==> src/tpg_regs.svh <==
// Register offsets, field positions, reset values and word width of the test-pattern generator.
`ifndef TPG_REGS_SVH
`define TPG_REGS_SVH

// ----------------------------------------------------------------------
// Register indices; the byte address of a register is four times its index.
// ----------------------------------------------------------------------
`define TPG_IDX_CUST1_LO  8'h33
`define TPG_IDX_CUST1_HI  8'h34
`define TPG_IDX_CUST2_LO  8'h35
`define TPG_IDX_CUST2_HI  8'h36
`define TPG_IDX_CHAN_SEL  8'h37
`define TPG_IDX_STRM_SEL  8'h38
`define TPG_IDX_COMMON    8'h39
`define TPG_IDX_PAT_RST   8'h3A
`define TPG_IDX_STATUS    8'h3B

// ----------------------------------------------------------------------
// Field positions and reset values.
// ----------------------------------------------------------------------
`define TPG_Q_SEL_MSB     7
`define TPG_Q_SEL_LSB     4
`define TPG_I_SEL_MSB     3
`define TPG_I_SEL_LSB     0
`define TPG_COMMON_BIT    0
`define TPG_RST_EN_BIT    0
`define TPG_RST_REQ_BIT   1
`define TPG_RESET_BYTE    8'h00
`define TPG_RESET_SEL     4'h0
`define TPG_WORD_W        16

`endif

==> src/tpg_pkg.sv <==
// Types shared by the test-pattern generator modules.
`include "tpg_regs.svh"

package tpg_pkg;

   // Pattern select codes; codes 5 and 10 to 15 are not defined.
   typedef enum logic [3:0] {
      TPG_SEL_NORMAL = 4'h0,
      TPG_SEL_ZEROS  = 4'h1,
      TPG_SEL_ONES   = 4'h2,
      TPG_SEL_TOGGLE = 4'h3,
      TPG_SEL_RAMP   = 4'h4,
      TPG_SEL_SINGLE = 4'h6,
      TPG_SEL_DOUBLE = 4'h7,
      TPG_SEL_DESKEW = 4'h8,
      TPG_SEL_SYNC   = 4'h9
   } tpg_sel_t;

   // One complex sample of the second down-converter.
   typedef struct packed {
      logic [`TPG_WORD_W-1:0] i;
      logic [`TPG_WORD_W-1:0] q;
   } tpg_iq_t;

endpackage

==> src/tpg_phase.sv <==
// Shared ramp counter and alternation phase of the test-pattern generator.
`timescale 1ns/1ps
`default_nettype none

module tpg_phase #(
   parameter int W = 16
) (
   input  wire logic         clock_in,
   input  wire logic         resetn_in,
   input  wire logic         clear_in,
   output logic [W-1:0]      ramp_out,
   output logic              phase_out
);
   import tpg_pkg::*;

   initial begin
      if (W < 2) $error("tpg_phase: W must be at least 2");
   end

   // Ramp wraps from the top code back to zero on its own.
   always_ff @(posedge clock_in or negedge resetn_in) begin
      if (!resetn_in) begin
         ramp_out <= '0;
      end else if (clear_in) begin
         ramp_out <= '0;
      end else begin
         ramp_out <= ramp_out + W'(1);
      end
   end

   always_ff @(posedge clock_in or negedge resetn_in) begin
      if (!resetn_in) begin
         phase_out <= 1'b0;
      end else if (clear_in) begin
         phase_out <= 1'b0;
      end else begin
         phase_out <= ~phase_out;
      end
   end

   ramp_step_a: assert property (
      @(posedge clock_in) disable iff (!resetn_in)
      (resetn_in && !clear_in) |=> ramp_out == W'($past(ramp_out) + W'(1)))
      else $error("ramp did not advance by one");

   pat_clear_a: assert property (
      @(posedge clock_in) disable iff (!resetn_in)
      clear_in |=> (ramp_out == '0) && !phase_out)
      else $error("pattern state not cleared");

endmodule

`default_nettype wire

==> src/tpg_stream.sv <==
// Pattern selector for one output stream, with a registered output word.
`timescale 1ns/1ps
`default_nettype none

module tpg_stream #(
   parameter int W = 16
) (
   input  wire logic         clock_in,
   input  wire logic         resetn_in,
   input  wire logic [3:0]   sel_in,
   input  wire logic [W-1:0] data_in,
   input  wire logic [W-1:0] ramp_in,
   input  wire logic         phase_in,
   input  wire logic [W-1:0] cust1_in,
   input  wire logic [W-1:0] cust2_in,
   output logic [W-1:0]      word_out
);
   import tpg_pkg::*;

   localparam logic [W-1:0] ALT_WORD = {(W/2){2'b10}};

   initial begin
      if (W < 2 || W % 2 != 0) $error("tpg_stream: W must be even and at least 2");
   end

   logic [W-1:0] word_d;

   always_comb begin
      unique case (tpg_sel_t'(sel_in))
         TPG_SEL_NORMAL: word_d = data_in;
         TPG_SEL_ZEROS:  word_d = '0;
         TPG_SEL_ONES:   word_d = '1;
         TPG_SEL_TOGGLE: word_d = phase_in ? ~ALT_WORD : ALT_WORD;
         TPG_SEL_RAMP:   word_d = ramp_in;
         TPG_SEL_SINGLE: word_d = cust1_in;
         TPG_SEL_DOUBLE: word_d = phase_in ? cust2_in : cust1_in;
         TPG_SEL_DESKEW: word_d = ALT_WORD;
         TPG_SEL_SYNC:   word_d = '1;
         default:        word_d = data_in;
      endcase
   end

   always_ff @(posedge clock_in or negedge resetn_in) begin
      if (!resetn_in) begin
         word_out <= '0;
      end else begin
         word_out <= word_d;
      end
   end

   zero_code_a: assert property (
      @(posedge clock_in) disable iff (!resetn_in)
      sel_in == 4'h1 |=> word_out == '0)
      else $error("all-zeros pattern wrong");

   deskew_code_a: assert property (
      @(posedge clock_in) disable iff (!resetn_in)
      sel_in == 4'h8 |=> word_out == ALT_WORD)
      else $error("deskew word wrong");

   sync_code_a: assert property (
      @(posedge clock_in) disable iff (!resetn_in)
      sel_in == 4'h9 |=> word_out == '1)
      else $error("sync word wrong");

   single_code_a: assert property (
      @(posedge clock_in) disable iff (!resetn_in)
      sel_in == 4'h6 |=> word_out == $past(cust1_in))
      else $error("single custom word wrong");

   double_code_a: assert property (
      @(posedge clock_in) disable iff (!resetn_in)
      (sel_in == 4'h7 && phase_in) |=> word_out == $past(cust2_in))
      else $error("double custom word wrong");

   undef_code_a: assert property (
      @(posedge clock_in) disable iff (!resetn_in)
      (sel_in == 4'h5 || sel_in > 4'h9) |=> word_out == $past(data_in))
      else $error("undefined code did not pass data");

endmodule

`default_nettype wire

==> src/tpg_top.sv <==
// Test-pattern generator for the second down-converter streams, with an APB register slave.
//
// Summary of operation
// - Upper nibble of stream select register picks the Q stream pattern.
// - Lower nibble picks the I stream pattern with the same code table.
// - Code zero passes converter sample data through unaltered.
// - Code one drives all zeros; code two drives all ones.
// - Code three alternates 1010 word and its complement each sample.
// - Code four outputs a ramp stepping by one per clock, wrapping at top.
// - Code six outputs custom word one continuously.
// - Code seven alternates custom word one and custom word two.
// - Code eight outputs the constant deskew word AAAA.
// - Code nine outputs the all-ones sync word FFFF.
// - Common bit clear: all streams follow the channel-wide select.
// - Common bit set: each stream follows its own select nibble.
// - Reset enable bit gates the pattern reset request.
// - Enable then pulse request; while high, ramp and phase return to start.
// - Two custom words in four byte registers, reset to zero.
// - Channel-wide four-bit select uses the same code table.
//
// Decided for this implementation: the APB interface to the registers.
`timescale 1ns/1ps
`default_nettype none
`include "tpg_regs.svh"

module tpg_top #(
   parameter int ADDR_W = 12
) (
   input  wire logic               clock_in,
   input  wire logic               resetn_in,
   input  wire logic               psel_in,
   input  wire logic               penable_in,
   input  wire logic               pwrite_in,
   input  wire logic [ADDR_W-1:0]  paddr_in,
   input  wire logic [31:0]        pwdata_in,
   output logic [31:0]             prdata_out,
   output logic                    pready_out,
   output logic                    pslverr_out,
   input  wire tpg_pkg::tpg_iq_t   adc_in,
   output tpg_pkg::tpg_iq_t        tp_out
);
   import tpg_pkg::*;

   localparam int W = `TPG_WORD_W;

   initial begin
      if (ADDR_W < 10) $error("tpg_top: ADDR_W must reach index 8'h3B");
   end

   // ------------------------------------------------------------------
   // Register state
   // ------------------------------------------------------------------
   logic [W-1:0] cust1_q;
   logic [W-1:0] cust2_q;
   logic [3:0]   chan_sel_q;
   logic [7:0]   strm_sel_q;
   logic         common_q;
   logic         rst_en_q;
   logic         rst_req_q;

   logic [ADDR_W-3:0] idx;
   logic              mapped;
   logic              access;
   logic              wr_take;
   logic [31:0]       rd_d;
   logic              pat_clear;
   logic [W-1:0]      ramp_w;
   logic              phase_w;
   logic [3:0]        eff_i_sel;
   logic [3:0]        eff_q_sel;
   logic [W-1:0]      word_i_w;
   logic [W-1:0]      word_q_w;

   assign idx = paddr_in[ADDR_W-1:2];

   // Each stream owns one field; joining them here keeps a single driver on the port.
   assign tp_out = {word_i_w, word_q_w};

   // ------------------------------------------------------------------
   // APB slave
   // ------------------------------------------------------------------
   // Every access takes one wait state so that read data and the error
   // flag can come straight from flip-flops.
   assign access  = psel_in && penable_in;
   assign wr_take = access && pready_out && pwrite_in;

   always_comb begin
      mapped = (paddr_in[1:0] == 2'b00);
      unique case (idx)
         (ADDR_W-2)'(`TPG_IDX_CUST1_LO),
         (ADDR_W-2)'(`TPG_IDX_CUST1_HI),
         (ADDR_W-2)'(`TPG_IDX_CUST2_LO),
         (ADDR_W-2)'(`TPG_IDX_CUST2_HI),
         (ADDR_W-2)'(`TPG_IDX_CHAN_SEL),
         (ADDR_W-2)'(`TPG_IDX_STRM_SEL),
         (ADDR_W-2)'(`TPG_IDX_COMMON),
         (ADDR_W-2)'(`TPG_IDX_PAT_RST),
         (ADDR_W-2)'(`TPG_IDX_STATUS): ;
         default: mapped = 1'b0;
      endcase
   end

   always_comb begin
      rd_d = 32'h0000_0000;
      if (paddr_in[1:0] == 2'b00) begin
         unique case (idx)
            (ADDR_W-2)'(`TPG_IDX_CUST1_LO): rd_d[7:0] = cust1_q[7:0];
            (ADDR_W-2)'(`TPG_IDX_CUST1_HI): rd_d[7:0] = cust1_q[15:8];
            (ADDR_W-2)'(`TPG_IDX_CUST2_LO): rd_d[7:0] = cust2_q[7:0];
            (ADDR_W-2)'(`TPG_IDX_CUST2_HI): rd_d[7:0] = cust2_q[15:8];
            (ADDR_W-2)'(`TPG_IDX_CHAN_SEL): rd_d[3:0] = chan_sel_q;
            (ADDR_W-2)'(`TPG_IDX_STRM_SEL): rd_d[7:0] = strm_sel_q;
            (ADDR_W-2)'(`TPG_IDX_COMMON):   rd_d[`TPG_COMMON_BIT] = common_q;
            (ADDR_W-2)'(`TPG_IDX_PAT_RST): begin
               rd_d[`TPG_RST_EN_BIT]  = rst_en_q;
               rd_d[`TPG_RST_REQ_BIT] = rst_req_q;
            end
            (ADDR_W-2)'(`TPG_IDX_STATUS): begin
               rd_d[0] = pat_clear;
               rd_d[1] = phase_w;
            end
            default: rd_d = 32'h0000_0000;
         endcase
      end
   end

   always_ff @(posedge clock_in or negedge resetn_in) begin
      if (!resetn_in) begin
         pready_out <= 1'b0;
      end else begin
         pready_out <= access && !pready_out;
      end
   end

   always_ff @(posedge clock_in or negedge resetn_in) begin
      if (!resetn_in) begin
         pslverr_out <= 1'b0;
      end else begin
         pslverr_out <= access && !pready_out && !mapped;
      end
   end

   always_ff @(posedge clock_in or negedge resetn_in) begin
      if (!resetn_in) begin
         prdata_out <= 32'h0000_0000;
      end else if (access && !pready_out) begin
         prdata_out <= pwrite_in ? 32'h0000_0000 : rd_d;
      end
   end

   // ------------------------------------------------------------------
   // Writable registers
   // ------------------------------------------------------------------
   always_ff @(posedge clock_in or negedge resetn_in) begin
      if (!resetn_in) begin
         cust1_q <= {`TPG_RESET_BYTE, `TPG_RESET_BYTE};
         cust2_q <= {`TPG_RESET_BYTE, `TPG_RESET_BYTE};
      end else if (wr_take && paddr_in[1:0] == 2'b00) begin
         if (idx == (ADDR_W-2)'(`TPG_IDX_CUST1_LO)) cust1_q[7:0]  <= pwdata_in[7:0];
         if (idx == (ADDR_W-2)'(`TPG_IDX_CUST1_HI)) cust1_q[15:8] <= pwdata_in[7:0];
         if (idx == (ADDR_W-2)'(`TPG_IDX_CUST2_LO)) cust2_q[7:0]  <= pwdata_in[7:0];
         if (idx == (ADDR_W-2)'(`TPG_IDX_CUST2_HI)) cust2_q[15:8] <= pwdata_in[7:0];
      end
   end

   // Reserved bits are dropped on write so a careless write cannot
   // leave stray state behind.
   always_ff @(posedge clock_in or negedge resetn_in) begin
      if (!resetn_in) begin
         chan_sel_q <= `TPG_RESET_SEL;
         strm_sel_q <= `TPG_RESET_BYTE;
         common_q   <= 1'b0;
      end else if (wr_take && paddr_in[1:0] == 2'b00) begin
         if (idx == (ADDR_W-2)'(`TPG_IDX_CHAN_SEL)) chan_sel_q <= pwdata_in[3:0];
         if (idx == (ADDR_W-2)'(`TPG_IDX_STRM_SEL)) strm_sel_q <= pwdata_in[7:0];
         if (idx == (ADDR_W-2)'(`TPG_IDX_COMMON)) begin
            common_q <= pwdata_in[`TPG_COMMON_BIT];
         end
      end
   end

   always_ff @(posedge clock_in or negedge resetn_in) begin
      if (!resetn_in) begin
         rst_en_q  <= 1'b0;
         rst_req_q <= 1'b0;
      end else if (wr_take && paddr_in[1:0] == 2'b00 &&
                   idx == (ADDR_W-2)'(`TPG_IDX_PAT_RST)) begin
         rst_en_q  <= pwdata_in[`TPG_RST_EN_BIT];
         rst_req_q <= pwdata_in[`TPG_RST_REQ_BIT];
      end
   end

   // ------------------------------------------------------------------
   // Pattern selection and generators
   // ------------------------------------------------------------------
   // The request holds the generators at their start for as long as it
   // stays high; software must drop it again to restart them.
   assign pat_clear = rst_en_q && rst_req_q;

   always_comb begin
      if (common_q) begin
         eff_q_sel = strm_sel_q[`TPG_Q_SEL_MSB:`TPG_Q_SEL_LSB];
         eff_i_sel = strm_sel_q[`TPG_I_SEL_MSB:`TPG_I_SEL_LSB];
      end else begin
         eff_q_sel = chan_sel_q;
         eff_i_sel = chan_sel_q;
      end
   end

   tpg_phase #(
      .W (W)
   ) u_phase (
      .clock_in  (clock_in),
      .resetn_in (resetn_in),
      .clear_in  (pat_clear),
      .ramp_out  (ramp_w),
      .phase_out (phase_w)
   );

   tpg_stream #(
      .W (W)
   ) u_stream_i (
      .clock_in  (clock_in),
      .resetn_in (resetn_in),
      .sel_in    (eff_i_sel),
      .data_in   (adc_in.i),
      .ramp_in   (ramp_w),
      .phase_in  (phase_w),
      .cust1_in  (cust1_q),
      .cust2_in  (cust2_q),
      .word_out  (word_i_w)
   );

   tpg_stream #(
      .W (W)
   ) u_stream_q (
      .clock_in  (clock_in),
      .resetn_in (resetn_in),
      .sel_in    (eff_q_sel),
      .data_in   (adc_in.q),
      .ramp_in   (ramp_w),
      .phase_in  (phase_w),
      .cust1_in  (cust1_q),
      .cust2_in  (cust2_q),
      .word_out  (word_q_w)
   );

   // ------------------------------------------------------------------
   // Checks
   // ------------------------------------------------------------------
   q_nibble_a: assert property (
      @(posedge clock_in) disable iff (!resetn_in)
      (common_q && strm_sel_q[7:4] == 4'h1 && strm_sel_q[3:0] == 4'hE)
      |=> (tp_out.q == '0) && (tp_out.i == $past(adc_in.i)))
      else $error("Q nibble did not steer Q stream");

   i_nibble_a: assert property (
      @(posedge clock_in) disable iff (!resetn_in)
      (common_q && strm_sel_q[3:0] == 4'h9 && strm_sel_q[7:4] == 4'h6)
      |=> (tp_out.i == '1) && (tp_out.q == $past(cust1_q)))
      else $error("I nibble did not steer I stream");

   pass_data_a: assert property (
      @(posedge clock_in) disable iff (!resetn_in)
      (resetn_in && !common_q && chan_sel_q == 4'h0) |=> tp_out == $past(adc_in))
      else $error("normal mode altered data");

   toggle_word_a: assert property (
      @(posedge clock_in) disable iff (!resetn_in)
      (!common_q && chan_sel_q == 4'h3 && !phase_w && !pat_clear)
      ##1 (!common_q && chan_sel_q == 4'h3)
      |-> tp_out.i == 16'hAAAA ##1 tp_out.i == 16'h5555)
      else $error("toggle pattern wrong");

   ramp_out_a: assert property (
      @(posedge clock_in) disable iff (!resetn_in)
      (!common_q && chan_sel_q == 4'h4 && !pat_clear)
      ##1 (chan_sel_q == 4'h4 && !common_q)
      |=> tp_out.q == 16'($past(tp_out.q) + 16'h0001))
      else $error("ramp output did not step");

   chan_wide_a: assert property (
      @(posedge clock_in) disable iff (!resetn_in)
      (!common_q && chan_sel_q == 4'h2)
      |=> tp_out.i == '1 && tp_out.q == '1)
      else $error("channel select not applied to all streams");

   per_stream_a: assert property (
      @(posedge clock_in) disable iff (!resetn_in)
      (common_q && strm_sel_q == 8'hF0 && chan_sel_q == 4'h2)
      |=> tp_out == $past(adc_in))
      else $error("per-stream select ignored");

   rst_gate_a: assert property (
      @(posedge clock_in) disable iff (!resetn_in)
      (rst_req_q && !rst_en_q) |=> ramp_w == 16'($past(ramp_w) + 16'h0001))
      else $error("ungated reset request acted");

   cust_write_a: assert property (
      @(posedge clock_in) disable iff (!resetn_in)
      (wr_take && paddr_in == ADDR_W'({`TPG_IDX_CUST2_HI, 2'b00}))
      |=> cust2_q[15:8] == $past(pwdata_in[7:0]))
      else $error("custom word write lost");

   reserved_a: assert property (
      @(posedge clock_in) disable iff (!resetn_in)
      (access && !pready_out && !pwrite_in &&
       paddr_in == ADDR_W'({`TPG_IDX_PAT_RST, 2'b00}))
      |=> prdata_out[31:2] == 30'h0000_0000)
      else $error("reserved bits read non-zero");

   apb_wait_a: assert property (
      @(posedge clock_in) disable iff (!resetn_in)
      (access && !pready_out) |=> pready_out ##1 !pready_out)
      else $error("APB ready not single cycle");

   bus_error_a: assert property (
      @(posedge clock_in) disable iff (!resetn_in)
      (access && !pready_out && !mapped) |=> pslverr_out && pready_out)
      else $error("unmapped access not refused");

   rst_hold_a: assert property (
      @(posedge clock_in) disable iff (!resetn_in)
      (pat_clear && !common_q && chan_sel_q == 4'h4) ##1
      (pat_clear && !common_q && chan_sel_q == 4'h4) |=> tp_out.i == '0)
      else $error("pattern clear did not hold ramp");

   chan_code_a: assert property (
      @(posedge clock_in) disable iff (!resetn_in)
      (!common_q && chan_sel_q == 4'h8) |=> tp_out.q == 16'hAAAA)
      else $error("channel code table not applied");

   q_sync_a: assert property (
      @(posedge clock_in) disable iff (!resetn_in)
      (common_q && strm_sel_q[7:4] == 4'h9) |=> tp_out.q == 16'hFFFF)
      else $error("Q select not applied");

   double_word_a: assert property (
      @(posedge clock_in) disable iff (!resetn_in)
      (!common_q && chan_sel_q == 4'h7 && !phase_w) |=> tp_out.i == $past(cust1_q))
      else $error("double pattern did not start with word one");

endmodule

`default_nettype wire

==> config.mk <==
export PLATFORM = sky130hd
export DESIGN_NAME = tpg_top
export DESIGN_NICKNAME = d
export VERILOG_FILES = /design/src/tpg_pkg.sv /design/src/tpg_phase.sv /design/src/tpg_stream.sv /design/src/tpg_top.sv
export VERILOG_INCLUDE_DIRS = /design/src
export SDC_FILE = /design/constraint.sdc
export NUM_CORES = 1
export LEC_CHECK = 0
export ABC_AREA = 1
export ABC_CLOCK_PERIOD_IN_PS = 1900
export BUFFER_PORTS_ARGS = -buffer_cell sky130_fd_sc_hd__buf_4
export CAP_MARGIN = 20
export CORE_MARGIN = 1
export CORE_UTILIZATION = 55
export CTS_CLUSTER_SIZE = 40
export DETAILED_ROUTE_END_ITERATION = 8
export PLACE_DENSITY_LB_ADDON = 0.1
export SLEW_MARGIN = 0
export SYNTH_ARGS = -nofsm -noshare
export SYNTH_HDL_FRONTEND = slang
export SYNTH_SLANG_ARGS = --single-unit
export TNS_END_PERCENT = 1
==> constraint.sdc <==
create_clock -name clock_in -period 1.9 [get_ports clock_in]
set_clock_uncertainty 0.2 [all_clocks]
set_input_delay 0.19 -clock clock_in [delete_from_list [all_inputs] [get_ports clock_in]]
set_output_delay 0.19 -clock clock_in [all_outputs]
set_load 0.05 [all_outputs]
# --- Yosys cells after proc, flatten, opt, wreduce, memory -nomap -nowiden ---
# Cells that the tools add are included.
word_totals:
  reg_bits: 130
  latchBits: 0
  mem_bits_rw: 0
  rom_bits: 0
  output_inout_bits: 66
  elab_cells: 79
  n_memories: 0
classes:
  addsub: 1
  multipliers: 0
  div: 0
  magnitude_cmp: 0
  n_eq_ne: 25
  n_shift: 0
  n_mux: 15
  bitwise: 1
  reduce_logical: 21
ops:
  columns: ["op", "count"]
  rows:
  - ["16-bit one-hot mux with 7 select lines", 2]
  - ["10-bit by 6-bit == test with 1-bit output (second input constant)", 9]
  - ["16-bit two-way mux", 3]
  - ["32-bit two-way mux", 1]
  - ["4-bit by 3-bit == test with 1-bit output (second input constant)", 6]
  - ["4-bit one-hot mux with 5 select lines", 1]
  - ["16-bit by 1-bit adder with 16-bit output (second input constant)", 1]
  - ["4-bit by 2-bit == test with 1-bit output (second input constant)", 4]
  - ["4-bit == test (second input constant)", 4]
  - ["2-bit AND reduction", 7]
  - ["2-bit one-hot mux with 6 select lines", 1]
  - ["1-bit one-hot mux with 9 select lines", 1]
  - ["9-bit OR reduction", 1]
  - ["4-bit by 1-bit == test with 1-bit output (second input constant)", 2]
  - ["1-bit logical AND", 8]
  - ["4-bit two-way mux", 2]
  - ["8-bit two-way mux", 1]
  - ["1-bit one-hot mux with 8 select lines", 1]
  - ["2-bit OR reduction", 2]
  - ["1-bit logical NOT", 2]
  - ["2-bit logical NOT", 1]
  - ["1-bit two-way mux", 2]
  - ["1-bit NOT", 1]

# --- Depth between registers and ports, before layout ---
depth:
  word_depth: 5
  mapped_depth: 12
  mapped_depth_nobuf: 12

# --- By module ---
# A second synthesis with hierarchy kept.
hier_totals:
  cells_unflattened: 993
  area_unflattened_um2: 6890.4
modules_own_cells:
  columns: ["module", "n_inst", "cells_per_inst", "area_each_um2"]
  rows:
  - ["tpg_top", 1, 388, 3124.2]
  - ["tpg_stream", 2, 243, 1441.4]
  - ["tpg_phase", 1, 119, 883.3]

# --- Least setup slack after synthesis ---
# No wires, ideal clock.
synth_path:
  kind: "flip-flop to flip-flop"
  startpoint: "reg pready_out"
  endpoint: "reg prdata_out[0]"
  t_arrival_ps: 1512
  setup_slack_ps: 122
  stages_incl_launch_ff: 8
  n_path_buf: 0
  synth_period_minus_slack_ps: 1778
  path_cell_list: "dfrtp_1 nor2_1 clkinv_1 nor3_2 inv_1 nor2_1 nand2_1 nand2_1"
synth_via:
  elab_chain_cells: 2
synth_lines:
  columns: ["item", "line", "text"]
  rows:
  - ["start: declaration", "tpg_top.sv:37", "output logic pready_out,"]
  - ["start signal: assignment", "tpg_top.sv:131", "pready_out <= access && !pready_out;"]
  - ["1-bit logical NOT", "tpg_top.sv:146", "end else if (access && !pready_out) begin"]
  - ["1-bit logical AND", "tpg_top.sv:146", null]
  - ["end signal: assignment", "tpg_top.sv:147", "prdata_out <= pwrite_in ? 32'h0000_0000 : rd_d;"]
  - ["end: declaration", "tpg_top.sv:36", "output logic [31:0] prdata_out,"]
# Every way passes these cells.
# A chain may end at the register's enable or synchronous reset.

# --- Worst setup path in the final report ---
layout_path:
  startpoint: "reg common_q"
  endpoint: "reg u_stream_i.word_out[0]"
layout_via:
  elab_chain_cells: 4
  word_cells_on_any_way: 11
  cone_classes: "8 x eq/ne; 2 x mux; 1 x reduce/logical"
layout_lines:
  columns: ["item", "line", "text"]
  rows:
  - ["start: declaration", "tpg_top.sv:57", "logic common_q;"]
  - ["start signal: assignment", "tpg_top.sv:177", "common_q <= pwdata_in[`TPG_COMMON_BIT];"]
  - ["4-bit two-way mux *", "tpg_top.sv:201", "if (common_q) begin"]
  - ["4-bit by 2-bit == test with 1-bit output or 4-bit == test (tied branches)", "tpg_stream.sv:29", "unique case (tpg_sel_t'(sel_in))"]
  - ["2-bit OR reduction (no source line)", null, null]
  - ["16-bit one-hot mux with 7 select lines *", "tpg_stream.sv:29", null]
  - ["named net u_stream_i.word_d[0]", "tpg_stream.sv:26", "logic [W-1:0] word_d;"]
  - ["end signal: assignment", "tpg_stream.sv:47", "word_out <= word_d;"]
  - ["end: declaration", "tpg_stream.sv:16", "output logic [W-1:0] word_out"]
# The timed path passes the listed nets; every way through them passes the cells marked *.

==> results by group <==
Drt
  • Drt first-iter violations: 458
  • Routed wire length: 19200 um
  • First-pass DRT Iterations: 6
  • Drc violations: 0
  • Via count: 6393
  • Wirelength per Cell: 16.3 um
  • Antenna-violating nets left: 0
  • Vias per cell: 5.44

Worst setup path
  • CP Max Fanout: 16
  • Startpoint Class: register
  • Delay of the slowest critical-path stage: 490 ps
  • CP required: 1990 ps
  • Worst Setup End Kind: register
  • Slowest CP cell: dfrtp_2
  • Crit Path Category: register to register
  • WP data arrival: 2020 ps
  • R2r setup slk: -30 ps
  • Crit-path cells: inv_6, o21ai_2, nand2_2, inv_2, nand3_4, o21ai_1, inv_1, nand3_1

Synth
  • EDFF count, synth: 0
  • Mapped Cells: 856
  • Post-synth top flop: dfrtp_1
  • Synth top area share: 42.8%
  • Synth cell types: 35
  • Register area share after synthesis: 42.8%
  • Avg Cell Area, Syn: 7.25 sq um
  • Synth async-reset ratio: 100%
  • Synthesized cell area: 6200 sq um
  • Area contributors post-synth: dfrtp_1 43%, nand2_1 14%, o21ai_0 9.0%
  • Largest area contributor in the netlist: dfrtp_1
  • Flops & latches, synth: 106
  • YS warnings: 0

Clocking
  • Deepest clock path buffer count: 2
  • TritonCTS clock tree: built
  • H-tree level count: 3
  • Clock Sinks: 106
  • Clock Latency Late Sink: 370 ps
  • Clock transition at path regs: 80 ps
  • Root Buffer: clkbuf_16
  • CTS buffer count: 9

GRT
  • Vias in the first global route: 6198
  • Global-route wire length before repair: 30100 um
  • Largest net degree at the start of global routing: 61
  • GRT overflow: 0
  • Global Route Usage Sum: 34.2%
  • Antenna violations before repair: 0

Timing
  • # setup viols final: 12
  • Post-layout minimum cycle time: 1930 ps
  • Worst Hold Margin: 17.6 ps
  • Fin. max-slew vios: 0
  • Final period utilization: 102%
  • Max Fclk: 518 MHz
  • Setup ws final: -29.3 ps
  • RSZ-0062 raised after global routing: true
  • Final Hold Vio Count: 0

Die
  • IO Count: 147
  • Die span in y: 108 um
  • Starting Density: 56.7%
  • DIE AREA: 11700 sq um
  • # rows: 38
  • Chip Width: 108 um
  • Core area: 10900 sq um

Job
  • Maxcap violations: 0

Layout
  • Fin nets: 1113
  • ANT cells: 0
  • Commonest non-fill, non-tap cells in the layout: 218 x nand2_1, 134 x buf_4, 104 x dfrtp_1, 97 x o21ai_0, 95 x inv_1
  • FILL cells: 869
  • Area delta synth->final: 30.6%
  • Layout cells sized above 1: 22.3%
  • Commonest non-fill, non-tap cell in the layout: nand2_1

Worst hold path
  • Worst Hold Class: input pin to register

Power and ir drop
  • Maximum vdd drop: 0.757 mV
  • Tot Pwr: 4.78 mW
  • Pleak: 3.88 nW
  • PD cells: 590 nW/um^2

Placed design
  • I/O Buffers: 98
  • GPL Wtd Cong: 0.917
  • Post-DP HPWL: 13800 um

Run status
  • Outcome: complete, but fails checks
  • Violated checks: negative setup slack
==> area by class of cell <==
type	instances	area, sq um	area share (%)
repair buffers	185	1590	19.6
flip-flops and latches	106	2660	32.8
multi-input cells	619	2970	36.7
clock inverters	7	60.1	0.742
clock buffers	9	225	2.78
well taps	140	175	2.16
inverters	110	423	5.22
==> critical path: cells and delay by family, from the launching register on <==
| kind | cells | cell delay [ps] |
|---|---|---|
| and+or+nand+nor | 3 | 420 |
| AOI/OAI and AO/OA | 2 | 430 |
| buffers and inverters | 3 | 300 |
| DFF | 1 | 490 |
==> what timing repair did <==
item | in CTS | in global routing
pin swaps | 2 | 11
hold buffers | 44 | 0
resized for setup | 5 | 35
endpoints found under the hold margin | 161 | 0
buffers inserted | 2 | 2
setup endpoints to repair | 32 | 51
==> metrics by stage <==
stage | instances | util, % | worst slack, ps | TNS, ps | cell area, sq um
finish | 1176 | 74.1 | -29.3 | -192 | 8100
global route | 1176 | 74.1 | -139 | -2840 | 8100
CTS | 1174 | 73.1 | -34.3 | -126 | 7990
detailed placement | 1112 | 66.1 | -173 | -2910 | 7220
global placement | 1112 | 66.1 | -67.0 | -1400 | 7220
floorplan | 879 | - | 122 | 0 | 6290
==> registers in the layout, summed over array words and instances, names as in the netlist, 4 cells and up <==
signal / flops
cust2_q: 16
prdata_out: 8
u_stream_q.word_out: 16
cust1_q: 16
strm_sel_q: 8
u_stream_i.word_out: 16
u_phase.ramp_out: 16
chan_sel_q: 4
==> path summary, 6_finish.rpt <==
path                                                    endpoint                 startpoint  cells after the start
worst max-delay path            u_stream_i.word_out[0]$_DFF_PN0_       common_q$_DFFE_PN0P_                      8
worst min-delay path                      cust2_q[1]$_DFFE_PN0P_               pwdata_in[1]                      3
worst max register to register  u_stream_i.word_out[0]$_DFF_PN0_       common_q$_DFFE_PN0P_                      8
worst min register to register         prdata_out[0]$_DFFE_PN0P_  prdata_out[0]$_DFFE_PN0P_                      2
max in group asynchronous          u_phase.ramp_out[2]$_DFF_PN0_                  resetn_in                      3
min in group asynchronous                 cust2_q[8]$_DFFE_PN0P_                  resetn_in                      2
==> Yosys cell counts, types with 8 or more instances <==
cell / instances
a21oi_1: 9
nand2_2: 10
nor2_1: 80
buf_6: 9
inv_2: 12
buf_4: 25
inv_1: 95
nor2_4: 8
o21ai_0: 112
dfrtp_1: 106
o21ai_1: 19
nand2_1: 226
nand3_1: 91
==> where the power goes <==
part	internal, mW	switching (mW)
logic	0.223	0.417
registers	2.29	0.0126
clock network	0.914	0.918
total	3.43	1.35
==> cells by family after synthesis <==
logic type | count (synthesis) | synth area share [%]
buf+inv | 154 | 12.1
simple gates | 445 | 32.2
compound gates | 148 | 12.5
flops | 106 | 42.8
fa+ha+maj | 1 | 0.202
xor+xnor | 1 | 0.141
other cells | 1 | 0.0605
==> routing by layer <==
| metal | vias up | share of wire (%) | track usage, % |
|---|---|---|---|
| li1 | 3028 | - | - |
| met1 | 3025 | 42 | 44.8 |
| met2 | 298 | 48 | 56.4 |
| met3 | 42 | 7.0 | 6.57 |
| met4 | 0 | 2.5 | 12.5 |
| met5 | - | 0 | 0 |
Note: power is estimated with default switching activity, not from simulation.
